## src/rtl/rcsc_pkg.sv

```systemverilog
// Purpose: shared constants, types and helpers for the reset and clock-source control block
// Assumes: one clock aclk at 200 MHz, AXI4-Lite register access with 32-bit data
// Notes: offsets are byte addresses of aligned 32-bit words
`default_nettype none

package rcsc_pkg;

  localparam int AXI_AW = 8;

  typedef struct packed {
    logic awvalid;
    logic [AXI_AW-1:0] awaddr;
    logic wvalid;
    logic [31:0] wdata;
    logic [3:0] wstrb;
    logic bready;
    logic arvalid;
    logic [AXI_AW-1:0] araddr;
    logic rready;
  } rcsc_axi_req_t;

  typedef struct packed {
    logic awready;
    logic wready;
    logic bvalid;
    logic [1:0] bresp;
    logic arready;
    logic rvalid;
    logic [31:0] rdata;
    logic [1:0] rresp;
  } rcsc_axi_rsp_t;

  localparam logic [1:0] RESP_OKAY = 2'h0;
  localparam logic [1:0] RESP_SLVERR = 2'h2;

  // register map
  localparam logic [AXI_AW-1:0] OFS_PBOR_CTRL = 8'h00;
  localparam logic [AXI_AW-1:0] OFS_RESET_CAUSE = 8'h04;
  localparam logic [AXI_AW-1:0] OFS_SOFT_RESET0 = 8'h08;
  localparam logic [AXI_AW-1:0] OFS_CLK_GATE0 = 8'h14;
  localparam logic [AXI_AW-1:0] OFS_RUN_CLK_CFG = 8'h20;
  localparam logic [AXI_AW-1:0] OFS_RUN_CLK_CFG_EXT = 8'h24;
  localparam logic [AXI_AW-1:0] OFS_WDOG_LOAD = 8'h28;
  localparam logic [AXI_AW-1:0] OFS_WDOG_VALUE = 8'h2c;
  localparam logic [AXI_AW-1:0] OFS_WDOG_CTRL = 8'h30;
  localparam logic [AXI_AW-1:0] OFS_WDOG_INT_CLEAR = 8'h34;
  localparam logic [AXI_AW-1:0] OFS_WDOG_STATUS = 8'h38;
  localparam logic [AXI_AW-1:0] OFS_SYS_RESET_CTRL = 8'h3c;
  localparam logic [AXI_AW-1:0] OFS_BOR_STATUS = 8'h40;

  // por_bor_control_register
  localparam int PBOR_RST_EN_BIT = 1;
  localparam logic [31:0] PBOR_WMASK = 32'h0000_0002;
  localparam logic [31:0] PBOR_RESET = 32'h0000_0000;

  // reset_cause_register
  localparam int CAUSE_W = 5;
  localparam int CAUSE_EXT = 0;
  localparam int CAUSE_POR = 1;
  localparam int CAUSE_BOR = 2;
  localparam int CAUSE_WDOG = 3;
  localparam int CAUSE_SW = 4;
  localparam logic [CAUSE_W-1:0] CAUSE_RESET = 5'h02;

  localparam int SYS_REQ_BIT = 0;

  // run_clock_config
  localparam int RCC_OSCSRC_LSB = 4;
  localparam int RCC_BYPASS_BIT = 11;
  localparam int RCC_PWRDN_BIT = 13;
  localparam int RCC_PWMDIV_LSB = 17;
  localparam int RCC_USEPWMDIV_BIT = 20;
  localparam int RCC_USESYSDIV_BIT = 22;
  localparam int RCC_SYSDIV_LSB = 23;
  localparam logic [31:0] RCC_RESET = 32'h078e_2810;

  // run_clock_config_ext
  localparam int EXT_OSCSRC_LSB = 4;
  localparam int EXT_BYPASS_BIT = 11;
  localparam int EXT_PWRDN_BIT = 13;
  localparam int EXT_SYSDIV_LSB = 23;
  localparam int EXT_USE_BIT = 31;
  localparam logic [31:0] EXT_RESET = 32'h0780_2810;

  typedef enum logic [2:0] {
    SRC_MAIN = 3'h0,
    SRC_IFAST = 3'h1,
    SRC_IFAST_DIV4 = 3'h2,
    SRC_LOW_30K = 3'h3,
    SRC_PLL = 3'h4,
    SRC_RTC = 3'h7
  } rcsc_clk_src_t;

  typedef enum logic [4:0] {
    BOOT_HOLD = 5'h01,
    BOOT_FETCH_SP = 5'h02,
    BOOT_FETCH_PC = 5'h04,
    BOOT_FETCH_INSN = 5'h08,
    BOOT_RUN = 5'h10
  } rcsc_boot_t;

  // watchdog
  localparam int WDOG_INTEN_BIT = 0;
  localparam int WDOG_RESEN_BIT = 1;
  localparam logic [31:0] WDOG_LOAD_RESET = 32'hffff_ffff;

  // timing
  localparam int CLK_PERIOD_NS = 5;
  localparam int RESET_MIN_NS = 100;
  localparam int RESET_MIN_CYC = (RESET_MIN_NS + CLK_PERIOD_NS - 1) / CLK_PERIOD_NS;
  localparam int RST_CNT_W = 8;
  localparam int CLK_HZ = 200_000_000;
  localparam int CONV_CLK_HZ = 16_000_000;
  localparam int CONV_DIV = (CLK_HZ + CONV_CLK_HZ - 1) / CONV_CLK_HZ;
  localparam int CONV_CNT_W = 4;

  function automatic logic [31:0] merge_strb(input logic [31:0] old_v, input logic [31:0] new_v,
                                             input logic [3:0] strb);
    logic [31:0] r;
    r = old_v;
    for (int b = 0; b < 4; b++) begin
      if (strb[b]) begin
        r[b*8 +: 8] = new_v[b*8 +: 8];
      end
    end
    return r;
  endfunction : merge_strb

  function automatic logic [AXI_AW-1:0] reg_ofs(input logic [AXI_AW-1:0] base, input int idx);
    return base + AXI_AW'(idx << 2);
  endfunction : reg_ofs

endpackage : rcsc_pkg

`default_nettype wire

```

## src/rtl/rcsc_wdog.sv

```systemverilog
// Purpose: two-stage watchdog, interrupt on first time-out and reset request on second
// Assumes: synchronous active-low reset, counter enabled by int_en
// Notes: a time-out in the cycle of an interrupt clear keeps the flag set
`default_nettype none

module rcsc_wdog (
  input wire logic aclk,
  input wire logic aresetn,
  input wire logic sys_reset,
  input wire logic [31:0] load_value,
  input wire logic load_wr,
  input wire logic int_en,
  input wire logic reset_en,
  input wire logic int_clear,
  output logic [31:0] count_q,
  output logic int_flag_q,
  output logic reset_req_q
);
  import rcsc_pkg::*;

  logic zero_evt;
  assign zero_evt = int_en && !load_wr && !sys_reset && (count_q == 32'h0000_0000);

  always_ff @(posedge aclk) begin
    if (!aresetn) begin
      count_q <= WDOG_LOAD_RESET;
    end else if (sys_reset || load_wr || zero_evt) begin
      count_q <= load_value;
    end else if (int_en) begin
      count_q <= count_q - 32'h0000_0001;
    end
  end

  always_ff @(posedge aclk) begin
    if (!aresetn || sys_reset) begin
      int_flag_q <= 1'b0;
    end else if (zero_evt) begin
      int_flag_q <= 1'b1;
    end else if (int_clear) begin
      int_flag_q <= 1'b0;
    end
  end

  always_ff @(posedge aclk) begin
    if (!aresetn || sys_reset) begin
      reset_req_q <= 1'b0;
    end else begin
      reset_req_q <= zero_evt && int_flag_q && reset_en;
    end
  end
endmodule : rcsc_wdog

`default_nettype wire

```

## src/rtl/rcsc_top.sv

```systemverilog
// Purpose: reset and clock-source control with AXI4-Lite registers
// Assumes: all inputs synchronous to aclk; aresetn is the power-up reset of this block
// Notes: system reset output holds a minimum width after its last source goes away
//
// Operation
// brown-out reset stays disabled after power-up until software enables it
// brown-out raises an interrupt or a system reset, by configuration
// brown-out resets only while brownout_reset_enable is set
// brown-out reset acts like external reset and holds while supply is low
// reset cause register records a brown-out cause
// setting then clearing a soft reset bit resets that peripheral only
// soft reset bit positions match clock gating bit positions
// a peripheral soft reset asserts every reset of that unit
// system reset request bit resets the whole system including the core
// after reset the core fetches stack pointer, program counter, first instruction
// watchdog interrupts on first time-out and may reset on the second
// first time-out reloads the 32-bit counter from the reload value
// watchdog resets only on second zero with flag pending and reset enabled
// run from the internal fast oscillator during and after power-on reset; por_active leaves rcc_q as programmed, so that source returns after it
// software enables and settles the main oscillator before switching to it
// system clock chosen from six sources including internal fast divided by four
// software keeps the PLL reference between 3.579545 and 8.192 MHz
// extended clock config fields take precedence when in use
// extended fields used only when use_extended_clock_config is set
// converter clock divided to 16 MHz without software
// PWM clock is a synchronous division of the system clock
// each peripheral clock individually enabled by software
// cause bits sticky across resets; power-on clears all but the power-on bit
//
// Design decisions made here: the address map and the AXI4-Lite slave port.
`default_nettype none

module rcsc_top #(
  parameter int NUM_UNIT_REGS = 3
) (
  input wire logic aclk,
  input wire logic aresetn,
  input wire rcsc_pkg::rcsc_axi_req_t axi_req,
  output rcsc_pkg::rcsc_axi_rsp_t axi_rsp_q,
  input wire logic ext_reset_n,
  input wire logic por_active,
  input wire logic brownout_detect,
  input wire logic pll_locked,
  output logic sys_reset_q,
  output rcsc_pkg::rcsc_boot_t boot_step_q,
  output logic bor_irq_q,
  output logic wdog_irq_q,
  output logic [NUM_UNIT_REGS*32-1:0] periph_reset_q,
  output logic [NUM_UNIT_REGS*32-1:0] periph_clk_en_q,
  output rcsc_pkg::rcsc_clk_src_t clk_src_q,
  output logic [5:0] sysdiv_q,
  output logic use_sysdiv_q,
  output logic pll_power_down_q,
  output logic conv_clk_tick_q,
  output logic pwm_clk_tick_q
);
  import rcsc_pkg::*;

  logic [31:0] pbor_q;
  logic [31:0] rcc_q;
  logic [31:0] rcc_ext_q;
  logic [31:0] wdog_load_q;
  logic [1:0] wdog_ctrl_q;
  logic [CAUSE_W-1:0] cause_q;
  logic bor_prev_q;
  logic sw_req_q;
  logic [RST_CNT_W-1:0] rst_cnt_q;
  logic [CONV_CNT_W-1:0] conv_cnt_q;
  logic [7:0] pwm_cnt_q;
  logic [31:0] wdog_count;
  logic wdog_rst;
  logic wdog_load_wr_q;

  logic aw_have_q;
  logic w_have_q;
  logic [AXI_AW-1:0] wr_addr_q;
  logic [31:0] wr_data_q;
  logic [3:0] wr_strb_q;

  function automatic logic addr_known(input logic [AXI_AW-1:0] a);
    logic hit;
    hit = 1'b0;
    case (a)
      OFS_PBOR_CTRL, OFS_RESET_CAUSE, OFS_RUN_CLK_CFG, OFS_RUN_CLK_CFG_EXT, OFS_WDOG_LOAD,
      OFS_WDOG_VALUE, OFS_WDOG_CTRL, OFS_WDOG_INT_CLEAR, OFS_WDOG_STATUS, OFS_SYS_RESET_CTRL,
      OFS_BOR_STATUS: hit = 1'b1;
      default: hit = 1'b0;
    endcase
    for (int i = 0; i < NUM_UNIT_REGS; i++) begin
      if (a == reg_ofs(OFS_SOFT_RESET0, i) || a == reg_ofs(OFS_CLK_GATE0, i)) begin
        hit = 1'b1;
      end
    end
    return hit;
  endfunction : addr_known

  function automatic rcsc_clk_src_t osc_decode(input logic [2:0] code);
    rcsc_clk_src_t s;
    case (code)
      3'h0: s = SRC_MAIN;
      3'h1: s = SRC_IFAST;
      3'h2: s = SRC_IFAST_DIV4;
      3'h3: s = SRC_LOW_30K;
      3'h7: s = SRC_RTC;
      default: s = SRC_IFAST;
    endcase
    return s;
  endfunction : osc_decode

  // register bus
  logic aw_fire;
  logic w_fire;
  logic ar_fire;
  logic wr_en;
  logic [31:0] wr_merged;
  logic [31:0] rd_data;

  assign aw_fire = axi_req.awvalid && axi_rsp_q.awready;
  assign w_fire = axi_req.wvalid && axi_rsp_q.wready;
  assign ar_fire = axi_req.arvalid && axi_rsp_q.arready;
  assign wr_en = aw_have_q && w_have_q && !axi_rsp_q.bvalid;

  always_ff @(posedge aclk) begin
    if (!aresetn) begin
      axi_rsp_q <= '0;
      axi_rsp_q.awready <= 1'b1;
      axi_rsp_q.wready <= 1'b1;
      axi_rsp_q.arready <= 1'b1;
      aw_have_q <= 1'b0;
      w_have_q <= 1'b0;
      wr_addr_q <= '0;
      wr_data_q <= 32'h0000_0000;
      wr_strb_q <= 4'h0;
    end else begin
      if (aw_fire) begin
        aw_have_q <= 1'b1;
        wr_addr_q <= axi_req.awaddr;
        axi_rsp_q.awready <= 1'b0;
      end
      if (w_fire) begin
        w_have_q <= 1'b1;
        wr_data_q <= axi_req.wdata;
        wr_strb_q <= axi_req.wstrb;
        axi_rsp_q.wready <= 1'b0;
      end
      if (wr_en) begin
        aw_have_q <= 1'b0;
        w_have_q <= 1'b0;
        axi_rsp_q.bvalid <= 1'b1;
        axi_rsp_q.bresp <= addr_known(wr_addr_q) ? RESP_OKAY : RESP_SLVERR;
      end
      if (axi_rsp_q.bvalid && axi_req.bready) begin
        axi_rsp_q.bvalid <= 1'b0;
        axi_rsp_q.awready <= 1'b1;
        axi_rsp_q.wready <= 1'b1;
      end
      if (ar_fire) begin
        axi_rsp_q.arready <= 1'b0;
        axi_rsp_q.rvalid <= 1'b1;
        axi_rsp_q.rdata <= rd_data;
        axi_rsp_q.rresp <= addr_known(axi_req.araddr) ? RESP_OKAY : RESP_SLVERR;
      end
      if (axi_rsp_q.rvalid && axi_req.rready) begin
        axi_rsp_q.rvalid <= 1'b0;
        axi_rsp_q.arready <= 1'b1;
      end
    end
  end

  always_comb begin
    rd_data = 32'h0000_0000;
    case (axi_req.araddr)
      OFS_PBOR_CTRL: rd_data = pbor_q;
      OFS_RESET_CAUSE: rd_data = {27'h0, cause_q};
      OFS_RUN_CLK_CFG: rd_data = rcc_q;
      OFS_RUN_CLK_CFG_EXT: rd_data = rcc_ext_q;
      OFS_WDOG_LOAD: rd_data = wdog_load_q;
      OFS_WDOG_VALUE: rd_data = wdog_count;
      OFS_WDOG_CTRL: rd_data = {30'h0, wdog_ctrl_q};
      OFS_WDOG_STATUS: rd_data = {31'h0, wdog_irq_q};
      OFS_BOR_STATUS: rd_data = {31'h0, bor_irq_q};
      default: rd_data = 32'h0000_0000;
    endcase
    for (int i = 0; i < NUM_UNIT_REGS; i++) begin
      if (axi_req.araddr == reg_ofs(OFS_SOFT_RESET0, i)) begin
        rd_data = periph_reset_q[i*32 +: 32];
      end
      if (axi_req.araddr == reg_ofs(OFS_CLK_GATE0, i)) begin
        rd_data = periph_clk_en_q[i*32 +: 32];
      end
    end
  end

  assign wr_merged = merge_strb(32'h0000_0000, wr_data_q, wr_strb_q);

  // configuration registers
  always_ff @(posedge aclk) begin
    if (!aresetn) begin
      pbor_q <= PBOR_RESET;
    end else if (wr_en && wr_addr_q == OFS_PBOR_CTRL) begin
      pbor_q <= merge_strb(pbor_q, wr_data_q, wr_strb_q) & PBOR_WMASK;
    end
  end

  always_ff @(posedge aclk) begin
    if (!aresetn) begin
      rcc_q <= RCC_RESET;
      rcc_ext_q <= EXT_RESET;
    end else if (wr_en && wr_addr_q == OFS_RUN_CLK_CFG) begin
      rcc_q <= merge_strb(rcc_q, wr_data_q, wr_strb_q);
    end else if (wr_en && wr_addr_q == OFS_RUN_CLK_CFG_EXT) begin
      rcc_ext_q <= merge_strb(rcc_ext_q, wr_data_q, wr_strb_q);
    end
  end

  // soft reset and clock gate share one bit layout per unit
  always_ff @(posedge aclk) begin
    if (!aresetn) begin
      periph_reset_q <= '0;
      periph_clk_en_q <= '0;
    end else begin
      for (int i = 0; i < NUM_UNIT_REGS; i++) begin
        if (wr_en && wr_addr_q == reg_ofs(OFS_SOFT_RESET0, i)) begin
          periph_reset_q[i*32 +: 32] <= merge_strb(periph_reset_q[i*32 +: 32], wr_data_q, wr_strb_q);
        end
        if (wr_en && wr_addr_q == reg_ofs(OFS_CLK_GATE0, i)) begin
          periph_clk_en_q[i*32 +: 32] <= merge_strb(periph_clk_en_q[i*32 +: 32], wr_data_q, wr_strb_q);
        end
      end
    end
  end

  // counter reloads one cycle after the write, from the new value
  always_ff @(posedge aclk) begin
    if (!aresetn) begin
      wdog_load_q <= WDOG_LOAD_RESET;
      wdog_load_wr_q <= 1'b0;
    end else begin
      wdog_load_wr_q <= wr_en && wr_addr_q == OFS_WDOG_LOAD;
      if (wr_en && wr_addr_q == OFS_WDOG_LOAD) begin
        wdog_load_q <= merge_strb(wdog_load_q, wr_data_q, wr_strb_q);
      end
    end
  end

  always_ff @(posedge aclk) begin
    if (!aresetn || sys_reset_q) begin
      wdog_ctrl_q <= 2'h0;
    end else if (wr_en && wr_addr_q == OFS_WDOG_CTRL && wr_strb_q[0]) begin
      wdog_ctrl_q <= wr_data_q[1:0];
    end
  end

  rcsc_wdog u_wdog (
    .aclk(aclk),
    .aresetn(aresetn),
    .sys_reset(sys_reset_q),
    .load_value(wdog_load_q),
    .load_wr(wdog_load_wr_q),
    .int_en(wdog_ctrl_q[WDOG_INTEN_BIT]),
    .reset_en(wdog_ctrl_q[WDOG_RESEN_BIT]),
    .int_clear(wr_en && wr_addr_q == OFS_WDOG_INT_CLEAR),
    .count_q(wdog_count),
    .int_flag_q(wdog_irq_q),
    .reset_req_q(wdog_rst)
  );

  // reset sources
  logic bor_reset_src;
  logic rst_src;
  assign bor_reset_src = brownout_detect && pbor_q[PBOR_RST_EN_BIT];
  assign rst_src = !ext_reset_n || por_active || bor_reset_src || sw_req_q || wdog_rst;

  always_ff @(posedge aclk) begin
    if (!aresetn) begin
      sw_req_q <= 1'b0;
    end else begin
      sw_req_q <= wr_en && wr_addr_q == OFS_SYS_RESET_CTRL && wr_strb_q[0] && wr_data_q[SYS_REQ_BIT];
    end
  end

  always_ff @(posedge aclk) begin
    if (!aresetn) begin
      sys_reset_q <= 1'b1;
      rst_cnt_q <= RST_CNT_W'(RESET_MIN_CYC);
    end else if (rst_src) begin
      sys_reset_q <= 1'b1;
      rst_cnt_q <= RST_CNT_W'(RESET_MIN_CYC);
    end else begin
      sys_reset_q <= (rst_cnt_q != '0);
      if (rst_cnt_q != '0) begin
        rst_cnt_q <= rst_cnt_q - RST_CNT_W'(1);
      end
    end
  end

  always_ff @(posedge aclk) begin
    if (!aresetn) begin
      bor_prev_q <= 1'b0;
    end else begin
      bor_prev_q <= brownout_detect;
    end
  end

  // brown-out interrupt path when reset is not enabled; set wins over clear
  always_ff @(posedge aclk) begin
    if (!aresetn) begin
      bor_irq_q <= 1'b0;
    end else if (brownout_detect && !bor_prev_q && !pbor_q[PBOR_RST_EN_BIT]) begin
      bor_irq_q <= 1'b1;
    end else if (wr_en && wr_addr_q == OFS_BOR_STATUS && wr_strb_q[0] && wr_data_q[0]) begin
      bor_irq_q <= 1'b0;
    end
  end

  logic [CAUSE_W-1:0] cause_set;
  always_comb begin
    cause_set = '0;
    cause_set[CAUSE_EXT] = !ext_reset_n;
    cause_set[CAUSE_BOR] = bor_reset_src;
    cause_set[CAUSE_WDOG] = wdog_rst;
    cause_set[CAUSE_SW] = sw_req_q;
  end

  always_ff @(posedge aclk) begin
    if (!aresetn || por_active) begin
      cause_q <= CAUSE_RESET;
    end else if (wr_en && wr_addr_q == OFS_RESET_CAUSE) begin
      cause_q <= wr_merged[CAUSE_W-1:0] | cause_set;
    end else begin
      cause_q <= cause_q | cause_set;
    end
  end

  // core start-up order after the internal reset releases
  always_ff @(posedge aclk) begin
    if (!aresetn || sys_reset_q) begin
      boot_step_q <= BOOT_HOLD;
    end else begin
      case (boot_step_q)
        BOOT_HOLD: boot_step_q <= BOOT_FETCH_SP;
        BOOT_FETCH_SP: boot_step_q <= BOOT_FETCH_PC;
        BOOT_FETCH_PC: boot_step_q <= BOOT_FETCH_INSN;
        BOOT_FETCH_INSN: boot_step_q <= BOOT_RUN;
        BOOT_RUN: boot_step_q <= BOOT_RUN;
        default: boot_step_q <= BOOT_HOLD;
      endcase
    end
  end

  // effective clock configuration
  logic use_ext;
  logic eff_bypass;
  logic eff_pwrdn;
  logic [2:0] eff_osc;
  logic [5:0] eff_sysdiv;
  assign use_ext = rcc_ext_q[EXT_USE_BIT];
  assign eff_bypass = use_ext ? rcc_ext_q[EXT_BYPASS_BIT] : rcc_q[RCC_BYPASS_BIT];
  assign eff_pwrdn = use_ext ? rcc_ext_q[EXT_PWRDN_BIT] : rcc_q[RCC_PWRDN_BIT];
  assign eff_osc = use_ext ? rcc_ext_q[EXT_OSCSRC_LSB +: 3] : {1'b0, rcc_q[RCC_OSCSRC_LSB +: 2]};
  assign eff_sysdiv = use_ext ? rcc_ext_q[EXT_SYSDIV_LSB +: 6] : {2'h0, rcc_q[RCC_SYSDIV_LSB +: 4]};

  always_ff @(posedge aclk) begin
    if (!aresetn) begin
      clk_src_q <= SRC_IFAST;
      sysdiv_q <= 6'h0f;
      use_sysdiv_q <= 1'b0;
      pll_power_down_q <= 1'b1;
    end else begin
      if (por_active) begin
        clk_src_q <= SRC_IFAST;
      end else if (!eff_bypass && !eff_pwrdn && pll_locked) begin
        clk_src_q <= SRC_PLL;
      end else begin
        clk_src_q <= osc_decode(eff_osc);
      end
      sysdiv_q <= eff_sysdiv;
      use_sysdiv_q <= rcc_q[RCC_USESYSDIV_BIT];
      pll_power_down_q <= eff_pwrdn;
    end
  end

  // converter clock enable, never faster than 16 MHz
  always_ff @(posedge aclk) begin
    if (!aresetn) begin
      conv_cnt_q <= '0;
      conv_clk_tick_q <= 1'b0;
    end else if (conv_cnt_q == CONV_CNT_W'(CONV_DIV - 1)) begin
      conv_cnt_q <= '0;
      conv_clk_tick_q <= 1'b1;
    end else begin
      conv_cnt_q <= conv_cnt_q + CONV_CNT_W'(1);
      conv_clk_tick_q <= 1'b0;
    end
  end

  // pwm clock enable divides by 2 to the power of field plus one
  logic [8:0] pwm_mask;
  assign pwm_mask = (9'h002 << rcc_q[RCC_PWMDIV_LSB +: 3]) - 9'h001;

  always_ff @(posedge aclk) begin
    if (!aresetn) begin
      pwm_cnt_q <= 8'h00;
      pwm_clk_tick_q <= 1'b0;
    end else begin
      pwm_cnt_q <= pwm_cnt_q + 8'h01;
      pwm_clk_tick_q <= !rcc_q[RCC_USEPWMDIV_BIT] || ((pwm_cnt_q & pwm_mask[7:0]) == pwm_mask[7:0]);
    end
  end
endmodule : rcsc_top

`default_nettype wire

```

## config.mk

```make
export PLATFORM = sky130hd
export DESIGN_NAME = rcsc_top
export DESIGN_NICKNAME = d
export VERILOG_FILES = /design/src/rtl/rcsc_pkg.sv /design/src/rtl/rcsc_wdog.sv /design/src/rtl/rcsc_top.sv
export SDC_FILE = /design/constraint.sdc
export NUM_CORES = 1
export LEC_CHECK = 0
export BUFFER_PORTS_ARGS = -buffer_cell sky130_fd_sc_hd__buf_2
export CAP_MARGIN = 10
export CORE_MARGIN = 5
export CORE_UTILIZATION = 60
export CTS_CLUSTER_SIZE = 20
export DETAILED_ROUTE_END_ITERATION = 10
export PLACE_DENSITY = 0.84
export SYNTH_ARGS = -nofsm -noshare
export SYNTH_HDL_FRONTEND = slang
export SYNTH_SLANG_ARGS = --single-unit
```

## constraint.sdc

```tcl
create_clock -name aclk -period 4.5 [get_ports aclk]
set_input_delay 0.675 -clock aclk [delete_from_list [all_inputs] [get_ports aclk]]
set_output_delay 0.675 -clock aclk [all_outputs]
set_load 0.05 [all_outputs]
```

==> results.cfg <==
[cts]
clock_latency_ps = 570
cts_buffer_depth = 3
numCtsBuffers = 46
cts-root-buf = clkbuf_16
cts_tree = built
cts.repair.resized = 0
cts_hold_buf = 0
post-cts-setup-buffers = 0
htreeDepth = 2
clock_sinks = 458
clk_pin_slew_ps = 60

[synthesis]
muxShareOfSynthArea_pct = 4.691
synth_top_family_by_area = simple AND/OR/NAND/NOR gates
postSynth.asyncResetShare_pct = 0
syn_area_per_cell_um2 = 7.877
synth-edff-count = 0
netlist_area_um2 = 20220
synth-compound-area-share_pct = 17.73
synth_ff_type = dfxtp_1
ys_seq_area_share_pct = 45.35
synth-adder-area-share_pct = 0.3713
synthSimpleGateAreaFrac_pct = 25.38
yosysUniqueCellTypes = 65
ys.warnings.count = 0
synth_xor_area_share_pct = 1.733
ys_ff_latch = 458
synthCells = 2567

[floorplan]
core_area_um2 = 33360
ios = 317
die-area_um2 = 37470
dieHeight_um = 193.6
start_util_pct = 60.60
rows = 67
die_w_um = 193.6

[timing]
slew_headroom_pct = 21.75
tightestPinTransition_ps = 1172
finalHoldViolations = 0
fin_tns_setup_ps = 0
finalCritPeriodShare_pct = 64.45
rsz0062_at_grt = false
finalWorstPathRequiredPeriod_ps = 2900
finalSetupViolCount = 0
fmax_ghz = 0.3448
fin_skew_ps = 19.86
slew_violations = 0

[global_route]
antenna_found_initial = 4
overflow = 0
grt_first_pass_wirelength_um = 120300
grt_max_degree = 144
grt_pass1_vias = 19910
grt_util_all_layers_pct = 40.22

[setup_path]
critPathLaunchType = register
worst-path-buf-inv = 0
crit_end = u_wdog.count_q[1]$_SDFFE_PN1P_
critPathCaptureType = register
startpoint = u_wdog.count_q[8]$_SDFFE_PN1P_
crit_path_cell_trace = or4_1, or3_1, nor4_4, a21oi_1, o211ai_1, nand3_1
cp.required_ps = 4920
crit-reg2reg-capture = u_wdog.count_q[1]$_SDFFE_PN1P_
reg2regPathDepth = 6
crit_family = simple AND/OR/NAND/NOR gates
critical_path.max_fanout = 14
slowest_delay_ps = 630
ff2ff_setup_slack_ps = 1600
crit_arrival_ps = 3320
path_depth = 6
r2r-start = u_wdog.count_q[8]$_SDFFE_PN1P_
cp_slowest_cell = or3_1
criticalPathCategory = register to register

[finish]
final_nets = 2836
syn_to_final_growth_pct = 16.21
antenna_cells = 0
drive_gt1_share_pct = 17.83

[place]
port_buffers = 314
dp_hpwl_um = 56630
globalplace.congestion = 1.043

[worst_hold_path]
whs_path_depth = 2
hold_path.class = input port to register

[routing]
drtIter0Drc = 3131
dr.pass1.iters = 8
drt-vias-per-instance = 6.637
drc_errors = 0
ant_nets = 0
routed_wl_um = 79700
wl_per_cell_um = 24.55
via_count = 21550

[power]
vdd_drop_max_mv = 0.3633
power_density_nw_per_um2 = 365.2
p_leak_uw = 0.009202
power_uw = 8582

[outcome]
outcome = finished clean

[run]
cap_violations = 0
-- per-layer routing --
layer  share of wire [%]  vias up  wire (um)  GRT usage [%]
li1                    -     9421          -              -
met1                  37    10070      29340          52.68
met2                  43     1684      34350          62.06
met3                  13      371      10020          8.593
met4                 7.4        8       5937          22.55
met5               0.069        -         55              0
-- report_power, final --
part           leakage, uW  internal (uW)  switching [uW]
Sequential         0.00371           4100             133
Clock             0.000738           2210            1620
Combinational      0.00476            145             370
Total              0.00920           6460            2130
-- through the flow --
step / setup slack, ps / instance area (um^2) / utilization, % / instances / hold slack [ps]
final: 1600 / 23500 / 70.42 / 3247 / 318.2
after global routing: 1417 / 23500 / 70.42 / 3247 / 333.8
after CTS: 1635 / 23500 / 70.42 / 3247 / 305.1
after detailed placement: 1271 / 22010 / 65.97 / 3167 / 445.1
after global placement: 1335 / 22010 / 65.97 / 3167 / 439.7
after floorplan: 1970 / 20220 / - / 2568 / 430.1
-- Yosys cell counts, types with 13 or more instances --
cell type / count / area share (%)
dfxtp_1: 458 / 45
nor3_1: 18 / 0.45
nor2_1: 114 / 2.1
a21oi_1: 374 / 9.3
inv_1: 21 / 0.39
mux2i_1: 43 / 2.1
xnor2_1: 21 / 0.91
mux4_2: 17 / 1.9
a22oi_1: 26 / 0.97
and2_1: 13 / 0.40
o221ai_1: 15 / 0.65
o21ai_0: 66 / 1.6
nor4_1: 18 / 0.56
clkbuf_1: 195 / 3.6
a22o_1: 16 / 0.69
nand2b_1: 16 / 0.50
o211ai_1: 31 / 1.2
o22ai_1: 21 / 0.65
xor2_1: 19 / 0.82
nand3_1: 339 / 8.4
nand2_1: 521 / 9.7
and3_1: 21 / 0.65
-- cell families after synthesis --
logic type | Yosys count
other | 1
DFF | 458
muxes | 72
buffers and inverters | 243
adders and majority gates | 6
and+or+nand+nor | 1129
AOI/OAI and AO/OA | 618
xor gates and xnor gates | 40
-- sequential cells by signal (all words and copies together) (netlist names), 2 cells and up --
signal,flops
sysdiv_q,6
pwm_cnt_q,8
rst_cnt_q,8
rcc_ext_q,32
u_wdog.count_q,32
conv_cnt_q,4
wr_strb_q,4
wdog_load_q,32
wr_addr_q,8
periph_reset_q,96
wdog_ctrl_q,2
rcc_q,32
boot_step_q,5
periph_clk_en_q,96
cause_q,5
clk_src_q,3
axi_rsp_q,39
wr_data_q,32
-- layout make-up --
cell class              count  area, um^2
multi-input cells        1867       10160
fillers                  2748        9868
flip-flops and latches    458        9174
repair buffers            372        2024
clock buffers              67        1361
well taps                 448       560.5
clock inverters            13       125.1
inverters                  22       90.09
-- worst min-delay path by stage --
stage | from | endpoint | slack [ps]
CTS | axi_req[47] | axi_rsp_q[39]$_SDFFE_PP1P_ | 310
finish | axi_req[47] | axi_rsp_q[39]$_SDFFE_PP1P_ | 320
global route | axi_req[47] | axi_rsp_q[39]$_SDFFE_PP1P_ | 330
floorplan | rcc_q[20]$_SDFFE_PN0P_ | pwm_clk_tick_q$_SDFF_PN0_ | 430
global placement | rcc_ext_q[7]$_SDFFE_PN0P_ | rcc_ext_q[7]$_SDFFE_PN0P_ | 440
detailed placement | rcc_ext_q[3]$_SDFFE_PN0P_ | rcc_ext_q[3]$_SDFFE_PN0P_ | 450
-- layout by cell type, fill, tap and decap left out, types with 9 or more instances in the layout --
master / netlist / layout
nand2b_1: 16 / 16
nor3_1: 18 / 16
o211ai_1: 31 / 31
and3_1: 21 / 21
nor4_1: 18 / 16
a21oi_1: 374 / 374
buf_2: 8 / 312
nand2_1: 521 / 521
dfxtp_1: 458 / 454
nand3b_1: 9 / 9
o22ai_1: 21 / 21
o221ai_1: 15 / 15
a221oi_1: 10 / 10
nor2_1: 114 / 110
a211oi_1: 11 / 11
buf_4: 7 / 59
a221o_1: 9 / 9
xor2_1: 19 / 19
inv_1: 21 / 21
o21ai_1: 9 / 9
a22oi_1: 26 / 26
clkbuf_16: 0 / 47
clkbuf_8: 0 / 11
clkbuf_1: 195 / 9
mux2_2: 12 / 12
or3_1: 10 / 10
o21ai_0: 66 / 66
and2_1: 13 / 13
xnor2_1: 21 / 21
a22o_1: 16 / 16
mux2i_1: 43 / 43
nand3_1: 339 / 339
mux4_2: 17 / 17
No activity file was read; power rests on OpenSTA's default activity.
